===== src/nv_access_pkg.sv =====
// Purpose: Shared constants and carriers for the storage access block
// Assumes: 8-bit register index, 16-bit register data
// Notes: Offsets are register indexes on the serial register port
package nv_access_pkg;
  localparam int ADDR_W = 8;
  localparam int DATA_W = 16;
  localparam logic [7:0] OFF_WRITE_WORD = 8'h34;
  localparam logic [7:0] OFF_ACCESS_CTRL = 8'h35;
  localparam logic [7:0] OFF_READ_WORD = 8'h36;
  localparam logic [7:0] OFF_MOTOR_HOLD = 8'h60;
  localparam logic [7:0] OFF_ADDR_SEL = 8'h33;
  localparam logic [7:0] GAP1_LO = 8'h37;
  localparam logic [7:0] GAP1_HI = 8'h5f;
  localparam logic [7:0] GAP2_LO = 8'h61;
  localparam logic [7:0] GAP2_HI = 8'h8f;
  localparam int BIT_SHADOW = 12;
  localparam int BIT_RELOAD = 8;
  localparam int BIT_DIR = 2;
  localparam int BIT_MOTOR_HOLD = 15;
  localparam logic [15:0] CTRL_MASK = 16'h1107;
  localparam logic [15:0] RESET_WORD = 16'h0000;
  localparam logic [1:0] MODE_OFF = 2'b00;
  localparam logic [1:0] MODE_SINGLE = 2'b01;
  localparam logic [1:0] MODE_BULK = 2'b10;
  typedef struct packed {
    logic wr;
    logic rd;
    logic [7:0] addr;
    logic [15:0] wdata;
  } reg_req_s;
  typedef struct packed {
    logic req;
    logic write;
    logic [7:0] loc;
    logic [15:0] wdata;
  } nv_req_s;
endpackage


===== src/nv_single_seq.sv =====
// Purpose: Sequences one single-location storage read or write
// Assumes: Storage answers with a one-cycle done pulse
// Notes: Go is a one-cycle pulse from the register block
`timescale 1ns/1ps
module nv_single_seq (
  input wire logic clk,
  input wire logic reset,
  input wire logic go,
  input wire logic write,
  input wire logic [7:0] loc,
  input wire logic [15:0] wdata,
  input wire logic nv_done,
  input wire logic [15:0] nv_rdata,
  output nv_access_pkg::nv_req_s nv_req,
  output logic busy,
  output logic rd_valid,
  output logic [15:0] rd_data
);
  typedef enum logic [1:0] {IDLE = 2'b00, WAIT = 2'b01} st_e;
  st_e state_r;
  logic write_r;

  always_ff @(posedge clk) begin
    if (reset) begin
      state_r <= IDLE;
      nv_req <= '0;
      write_r <= 1'b0;
    end else begin
      case (state_r)
        IDLE: begin
          if (go) begin
            state_r <= WAIT;
            nv_req <= '{req: 1'b1, write: write, loc: loc, wdata: wdata};
            write_r <= write;
          end
        end
        WAIT: begin
          if (nv_done) begin
            state_r <= IDLE;
            nv_req.req <= 1'b0;
          end
        end
        default: state_r <= IDLE;
      endcase
    end
  end

  always_ff @(posedge clk) begin
    if (reset) begin
      rd_valid <= 1'b0;
      rd_data <= nv_access_pkg::RESET_WORD;
    end else begin
      rd_valid <= (state_r == WAIT) && nv_done && !write_r;
      if ((state_r == WAIT) && nv_done && !write_r) begin
        rd_data <= nv_rdata;
      end
    end
  end

  assign busy = (state_r != IDLE);
endmodule // nv_single_seq


===== src/nv_access_regs.sv =====
// Purpose: Storage access control registers behind the register port
// Assumes: One register access per cycle, read data valid next cycle
// Notes: Shadow contents and storage live outside this block
//
// Contract
// - The write word is the value stored at the selected location.
// - With shadow override set, operation uses the shadow values.
// - With shadow override set, register reads return shadow contents.
// - With shadow override clear, shadows are not used for operation.
// - Setting the reload bit copies storage into the shadows.
// - The direction bit selects read at 0 and write at 1.
// - Mode 00 is off, 01 single, 10 bulk; the host never writes 11.
// - The read word shows the value fetched by the latest single read.
// - Indexes 0x37 to 0x5f are unimplemented.
// - Indexes 0x61 to 0x8f are unimplemented.
// - Motor hold bit 1 stops motor control, 0 re-enables it.
// - The motor hold bit is write-only and reads as zero.
// - Reserved fields read as zero.
// - The location register selects the single access target; here the single_access_location input does.
`timescale 1ns/1ps
module nv_access_regs (
  input wire logic clk,
  input wire logic reset,
  input nv_access_pkg::reg_req_s bus_req,
  output logic [15:0] bus_rdata,
  output logic bus_hit,
  input wire logic [7:0] single_access_location,
  input wire logic [15:0] shadow_rdata,
  input wire logic [15:0] storage_rdata,
  input wire logic nv_done,
  input wire logic [15:0] nv_rdata,
  output nv_access_pkg::nv_req_s nv_req,
  output logic nv_busy,
  output logic shadow_reload,
  output logic use_shadow,
  output logic bulk_enable,
  output logic motor_hold
);
  logic [15:0] single_write_word_r;
  logic [15:0] ctrl_r;
  logic [15:0] single_read_word;
  logic rd_valid;
  logic go;
  logic [15:0] rdata_nxt;
  logic hit_nxt;

  function automatic logic wr_to(input nv_access_pkg::reg_req_s r,
                                 input logic [7:0] off);
    return r.wr && (r.addr == off);
  endfunction

  function automatic logic unmapped(input logic [7:0] a);
    return ((a >= nv_access_pkg::GAP1_LO) && (a <= nv_access_pkg::GAP1_HI))
      || ((a >= nv_access_pkg::GAP2_LO) && (a <= nv_access_pkg::GAP2_HI));
  endfunction

  wire logic shadow_override_enable = ctrl_r[nv_access_pkg::BIT_SHADOW];
  wire logic storage_direction = ctrl_r[nv_access_pkg::BIT_DIR];
  wire logic [1:0] storage_access_select = ctrl_r[1:0];

  always_ff @(posedge clk) begin
    if (reset) begin
      single_write_word_r <= nv_access_pkg::RESET_WORD;
    end else if (wr_to(bus_req, nv_access_pkg::OFF_WRITE_WORD)) begin
      single_write_word_r <= bus_req.wdata;
    end
  end

  // Reload bit self-clears after one pulse so software sees completion
  always_ff @(posedge clk) begin
    if (reset) begin
      ctrl_r <= nv_access_pkg::RESET_WORD;
    end else if (wr_to(bus_req, nv_access_pkg::OFF_ACCESS_CTRL)) begin
      ctrl_r <= bus_req.wdata & nv_access_pkg::CTRL_MASK;
    end else begin
      ctrl_r[nv_access_pkg::BIT_RELOAD] <= 1'b0;
    end
  end

  assign shadow_reload = ctrl_r[nv_access_pkg::BIT_RELOAD];
  assign use_shadow = shadow_override_enable;
  assign bulk_enable =
    (storage_access_select == nv_access_pkg::MODE_BULK);

  always_ff @(posedge clk) begin
    if (reset) begin
      motor_hold <= 1'b0;
    end else if (wr_to(bus_req, nv_access_pkg::OFF_MOTOR_HOLD)) begin
      motor_hold <= bus_req.wdata[nv_access_pkg::BIT_MOTOR_HOLD];
    end
  end

  // Write word starts a store, read word write starts a fetch
  // Direction gates the trigger so a stray write never stores stale data
  assign go = (storage_access_select == nv_access_pkg::MODE_SINGLE)
    && !nv_busy && !wr_to(bus_req, nv_access_pkg::OFF_ACCESS_CTRL)
    && (storage_direction ? wr_to(bus_req, nv_access_pkg::OFF_WRITE_WORD)
        : wr_to(bus_req, nv_access_pkg::OFF_READ_WORD));

  nv_single_seq u_seq (
    .clk(clk),
    .reset(reset),
    .go(go),
    .write(storage_direction),
    .loc(single_access_location),
    .wdata(wr_to(bus_req, nv_access_pkg::OFF_WRITE_WORD) ?
           bus_req.wdata : single_write_word_r),
    .nv_done(nv_done),
    .nv_rdata(nv_rdata),
    .nv_req(nv_req),
    .busy(nv_busy),
    .rd_valid(rd_valid),
    .rd_data(single_read_word)
  );

  always_comb begin
    rdata_nxt = 16'h0000;
    hit_nxt = bus_req.rd && !unmapped(bus_req.addr);
    case (bus_req.addr)
      nv_access_pkg::OFF_WRITE_WORD: rdata_nxt = single_write_word_r;
      nv_access_pkg::OFF_ACCESS_CTRL: rdata_nxt = ctrl_r;
      nv_access_pkg::OFF_READ_WORD: rdata_nxt = single_read_word;
      nv_access_pkg::OFF_MOTOR_HOLD: rdata_nxt = 16'h0000;
      default: begin
        if (unmapped(bus_req.addr)) begin
          rdata_nxt = 16'h0000;
        end else if (shadow_override_enable) begin
          rdata_nxt = shadow_rdata;
        end else begin
          rdata_nxt = storage_rdata;
        end
      end
    endcase
  end

  always_ff @(posedge clk) begin
    if (reset) begin
      bus_rdata <= 16'h0000;
      bus_hit <= 1'b0;
    end else begin
      bus_rdata <= bus_req.rd ? rdata_nxt : 16'h0000;
      bus_hit <= hit_nxt;
    end
  end

  chk_reload_pulse: assert property (@(posedge clk) disable iff (reset)
    shadow_reload |=> !shadow_reload ||
      $past(wr_to(bus_req, nv_access_pkg::OFF_ACCESS_CTRL)))
    else $error("reload bit held");
  chk_hold_read_zero: assert property (@(posedge clk) disable iff (reset)
    (bus_req.rd && bus_req.addr == nv_access_pkg::OFF_MOTOR_HOLD)
      |=> bus_rdata == 16'h0000)
    else $error("motor hold readable");
  chk_hold_follows: assert property (@(posedge clk) disable iff (reset)
    wr_to(bus_req, nv_access_pkg::OFF_MOTOR_HOLD)
      |=> motor_hold ==
        $past(bus_req.wdata[nv_access_pkg::BIT_MOTOR_HOLD]))
    else $error("motor hold not taken");
  chk_gap_zero: assert property (@(posedge clk) disable iff (reset)
    (bus_req.rd && bus_req.addr >= nv_access_pkg::GAP1_LO
      && bus_req.addr <= nv_access_pkg::GAP1_HI)
      |=> !bus_hit && bus_rdata == 16'h0000)
    else $error("unmapped index answered");
  chk_gap2_zero: assert property (@(posedge clk) disable iff (reset)
    (bus_req.rd && bus_req.addr >= nv_access_pkg::GAP2_LO
      && bus_req.addr <= nv_access_pkg::GAP2_HI)
      |=> !bus_hit && bus_rdata == 16'h0000)
    else $error("upper gap answered");
  chk_ctrl_reserved: assert property (@(posedge clk) disable iff (reset)
    (ctrl_r & ~nv_access_pkg::CTRL_MASK) == 16'h0000)
    else $error("reserved control bit set");
  chk_single_only: assert property (@(posedge clk) disable iff (reset)
    $rose(nv_req.req) |->
      $past(storage_access_select) == nv_access_pkg::MODE_SINGLE)
    else $error("access outside single mode");
  chk_dir_loc: assert property (@(posedge clk) disable iff (reset)
    go |=> nv_req.write == $past(storage_direction)
      && nv_req.loc == $past(single_access_location))
    else $error("wrong direction or location");
  chk_read_word: assert property (@(posedge clk) disable iff (reset)
    (nv_busy && !nv_req.write && nv_done) |=> ##1 single_read_word ==
      $past(nv_rdata, 2))
    else $error("read word not captured");
  chk_read_valid: assert property (@(posedge clk) disable iff (reset)
    (nv_busy && !nv_req.write && nv_done) |=> rd_valid)
    else $error("read completion not flagged");
endmodule // nv_access_regs


===== config.mk =====
export PLATFORM = sky130hd
export DESIGN_NAME = nv_access_regs
export DESIGN_NICKNAME = d
export VERILOG_FILES = /design/src/nv_access_pkg.sv /design/src/nv_single_seq.sv /design/src/nv_access_regs.sv
export SDC_FILE = /design/constraint.sdc
export NUM_CORES = 1
export LEC_CHECK = 0
export ABC_AREA = 1
export BUFFER_PORTS_ARGS = -buffer_cell sky130_fd_sc_hd__buf_4
export CORE_AREA = 2 2 96 98
export CTS_CLUSTER_DIAMETER = 30
export DETAILED_ROUTE_END_ITERATION = 8
export DIE_AREA = 0 0 98 100
export PLACE_DENSITY = 0.78
export RECOVER_POWER = 50
export SYNTH_ARGS = -nofsm -noshare
export SYNTH_HDL_FRONTEND = slang
export SYNTH_SLANG_ARGS = --single-unit
export TNS_END_PERCENT = 5

===== constraint.sdc =====
create_clock -name clk -period 1.4 [get_ports clk]
set_input_delay 0.07 -clock clk [delete_from_list [all_inputs] [get_ports clk]]
set_output_delay 0.07 -clock clk [all_outputs]
set_load 0.01 [all_outputs]

Yosys cells after proc, flatten, opt, wreduce, memory -nomap -nowiden --
Index checks and enable logic that the tools add are counted.
Word-level totals: register bits after elaboration 83, bits of input ports 85, output and inout port bits 48, logic and storage cells 63
Cells by class: magnitude comparators 4, eq/ne operators 9, mux-type cells 11, bitwise operators 2, reductions and logical operators 25
Operator list (number):
- $pmux W16 S4 | 1
- $mux W16 | 3
- $mux W26 | 1
- $eq A8 B6 Y1 const B | 3
- $logic_and A1 B1 Y1 | 12
- $eq A8 B7 Y1 const B | 1
- $ge A8 B6 Y1 const B | 1
- $ge A8 B7 Y1 const B | 1
- $le A8 B7 Y1 const B | 1
- $le A8 B8 Y1 const B | 1
- $eq A2 B1 Y1 const B | 2
- $logic_not A1 Y1 | 4
- $mux W2 | 2
- $ne A2 B2 Y1 const B | 2
- $pmux W2 S2 | 1
- $reduce_and A2 Y1 | 2
- $reduce_bool A2 Y1 | 2
- $reduce_or A2 Y1 | 2
- $reduce_and A3 Y1 | 1
- $eq A2 B2 Y1 const B | 1
- $logic_not A2 Y1 | 1
- $mux W1 | 2
- $not A1 Y1 | 2
- $pmux W1 S2 | 1
- $logic_or A1 B1 Y1 | 1

Depth between registers and ports, before layout --
depth in word-level cells 7, depth in mapped cells 12, gate-level depth less buffers 10

By module --
A second synthesis with hierarchy kept.
Second synthesis, totals: cells, all modules 552, area, all modules 4066.4 um2
By module, submodules not included:
- nv_access_regs | instances 1, cells each 328, area an instance 2322.2 um2, sequential area each 780.7 um2
- nv_single_seq | instances 1, cells each 224, area an instance 1744.2 um2, sequential area each 880.8 um2

Worst setup path before layout --
OpenSTA, ideal clock, no wires.
path kind reg2reg, from reg ctrl_r[12], to reg bus_rdata[10], library setup time 0.113 ns, data arrival time 1.270 ns, required time 1.287 ns, slack 0.016 ns, stages on the path, launching flop included 8, path buffers 2, period minus slack after synthesis 1.384 ns, cell sequence dfxtp_1 clkbuf_1 clkinv_1 clkbuf_1 nand2_1 nand2_1 nand3_1 nand2_1
On the way: cells in the longest elaborated chain, start to end 3
RTL lines:
- start: declaration | line nv_access_regs.sv:40 | logic [15:0] ctrl_r;
- start signal: assignment | line nv_access_regs.sv:72 | ctrl_r <= nv_access_pkg::RESET_WORD;
- start signal: assignment | line nv_access_regs.sv:74 | ctrl_r <= bus_req.wdata & nv_access_pkg::CTRL_MASK;
- $mux W16 | line nv_access_regs.sv:127 | end else if (shadow_override_enable) begin
- $mux W16 | line nv_access_regs.sv:125 | if (unmapped(bus_req.addr)) begin
- $pmux W16 S4 | line nv_access_regs.sv:119 | case (bus_req.addr)
- end signal: assignment | line nv_access_regs.sv:141 | bus_rdata <= bus_req.rd ? rdata_nxt : 16'h0000;
- end: declaration | line nv_access_regs.sv:25 | output logic [15:0] bus_rdata,
No other way between the ends. A chain may end at the register's enable or synchronous reset.

Worst setup path in the final report --
from reg u_seq.state_r[0], to reg u_seq.rd_data[4]
On the way: cells in the longest elaborated chain, start to end 3
RTL lines:
- start: declaration | line nv_single_seq.sv:20 | st_e state_r;
- start signal: assignment | line nv_single_seq.sv:25 | state_r <= IDLE;
- start signal: assignment | line nv_single_seq.sv:32 | state_r <= WAIT;
- start signal: assignment | line nv_single_seq.sv:39 | state_r <= IDLE;
- $eq A2 B1 Y1
- $logic_and A1 B1 Y1 (2 in a row)
- end signal: assignment | line nv_single_seq.sv:51 | rd_data <= nv_access_pkg::RESET_WORD;
- end signal: assignment | line nv_single_seq.sv:55 | rd_data <= nv_rdata;
- end: declaration | line nv_single_seq.sv:17 | output logic [15:0] rd_data
No other way between the ends.

==> metrics.yaml <==
status: "completed"
drive_gt1_share_pct: 19.0
cp_max_fo: 16
final_area_sq_um: 5270
p_per_area_nw_per_um2: 860
numCtsBuffers: 9
dp_hpwl_mm: 8.25
numClockSinks: 82
routed_via_density: 4.93
syn2layout_area_growth_pct: 36.3
cts_max_level: 3
ys_seq_area_share_pct: 42.5
vdd_drop_max_mv: 0.419
finClkSkew_ns: 0.00824
io_pins: 133
p_seq_share_pct: 52.0
internal-power_w: 0.00346
cts_buffer_depth: 2
ant_nets: 0
final_cell_mix: "nand2_1 (149), nor2_1 (120), buf_4 (100), dfxtp_1 (81), nand3_1 (70)"
syn-cell-area_sq_um: 3860
grt_pass1_vias: 3865
p_clk_share_pct: 37.8
fmax_mhz: 735
portBuffers: 132
die_h_microns: 100
drcViolationCount: 0
clkTransAtPathRegs_ns: 0.08
diodes: 0
die_w_microns: 98
vias: 4238
fin_nets: 829
insertion_delay_ns: 0.35
rows: 35
wl_per_cell_microns: 13.3
cp.arrival_ns: 1.61
grt_max_degree: 30
period_minus_slack_ns: 1.36
ys_types: 23
end_kind: "flop"
antenna_found_initial: 0
p_sw_share_pct: 23.6
layout_commonest_cell: "nand2_1"
grt_pass1_wl_mm: 17.8
drt-initial-drc-count: 359
criticalPathCategory: "flop to flop"
place_ws_ns: -0.0920
start_kind: "flop"
p_leak_nw: 2.54
globalplace.congestion: 0.860
start_util_pct: 43.5
setup_viol: 0
grt_usage_pct: 22.4
final_hold_viol_count: 0
min_path_type: "primary input to flop"
fin_crit_sh_pct: 97.2
first_pass_iters: 5
final_util_pct: 59.3
combPwrFrac_pct: 10.2
synth_cells: 589
max-cap-violations: 0
post_dp_cell_area_sq_um: 5010
setup_ws_ns: 0.0388
worstMarginPinSlew_ns: 0.494
switchingPower_w: 0.00107
cts_root_buf: "clkbuf_8"
synth-seq-cells: 82
syn_nets: 674
cp.required_ns: 1.65
syn-mean-instance-area_sq_um: 6.56
dieArea_sq_um: 9800
wirelength_mm: 11.4
slew_viol_final: 0
core_area_sq_um: 8890
overflow: 0
relSlewSlack_pct: 67.1
setup-tns-final_ns: 0
cts_tree: "done"
synth_warnings: 0
## power by group through the flow
stage | sequential, W | clock [W] | combinational, W
after CTS | 0.00235 | 0.00173 | 0.000473
after floorplan | 0.00242 | 0 | 0.000161
after global placement | 0.00241 | 0 | 0.000426
after global routing | 0.00236 | 0.00183 | 0.000508
final | 0.00235 | 0.00171 | 0.000464
after detailed placement | 0.00241 | 0 | 0.000432
## worst max-delay path, cell delays in order, from the launching register on
cell and delay (ns):
dfxtp_1 0.43, nand2_1 0.10, nor2_1 0.18, inv_1 0.26, nor2_1 0.21, nor2_1 0.07
## flip-flops by register name, summed over array words and instances (netlist names)
register	cells
u_seq.nv_req	25
bus_rdata	16
single_write_word_r	16
u_seq.rd_data	16
ctrl_r	5
bus_hit	1
motor_hold	1
u_seq.state_r	1
u_seq.write_r	1
## cell families (layout without fill, tap and decap cells)
| logic type | after synthesis | after routing | synth area share [%] |
|---|---|---|---|
| and+or+nand+nor | 370 | 371 | 41.3 |
| DFF | 82 | 82 | 42.5 |
| buffers and inverters | 89 | 247 | 9.78 |
| AOI/OAI and AO/OA | 48 | 48 | 6.41 |
## cell type report
class	count	area [sq um]
fill	880	3620
inverter	61	229
clock buffer	11	141
multi-input combinational	419	1870
clock inverter	4	51.3
sequential	82	1640
tap	111	139
timing repair buffer	171	1200
## metrics by stage
stage               std cells  hold slack, ns  power, W
global placement          823           0.302   0.00284
global route              859          0.0167   0.00470
detailed placement        823           0.305   0.00284
floorplan                 589           0.205   0.00258
CTS                       856         0.00390   0.00456
finish                    859         0.00999   0.00453
## synthesized netlist by cell type, drive strengths merged
cell    count  area (sq um)
nor2      129           541
clkbuf     17          63.8
nand4       9          56.3
o21ai      35           175
a21oi      10          50.1
inv        60           225
nand2     153           594
buf        11          85.1
o211ai      3          22.5
clkinv      1          3.75
nand3      73           375
nor3        6          30.0
dfxtp      82          1640
## per-layer routing
| metal | global-route usage [%] | wire (microns) | part of all wire [%] | vias up |
|---|---|---|---|---|
| met4 | 8.12 | 214 | 1.9 | 0 |
| met2 | 36.8 | 5170 | 45 | 197 |
| li1 | - | - | - | 2156 |
| met1 | 30.1 | 5140 | 45 | 1866 |
| met5 | 0 | 0 | 0 | - |
| met3 | 3.34 | 878 | 7.7 | 19 |
## timing repair
action,CTS,global route
buffers inserted,0,2
endpoints found under the setup margin,0,26
hold buffers,18,0
resized for setup,0,4
hold endpoints to repair,18,0
## final timing paths
check / start / to / slack [ns] / cells after the start
max: u_seq.state_r[0] / u_seq.rd_data[4] / 0.04 / 5
min: bus_req[1] / ctrl_r[1] / 0.01 / 3
max reg2reg: u_seq.state_r[0] / u_seq.rd_data[4] / 0.04 / 5
min reg2reg: u_seq.nv_req[25] / u_seq.nv_req[25] / 0.47 / 2
No activity file was read; power rests on OpenSTA's default activity.
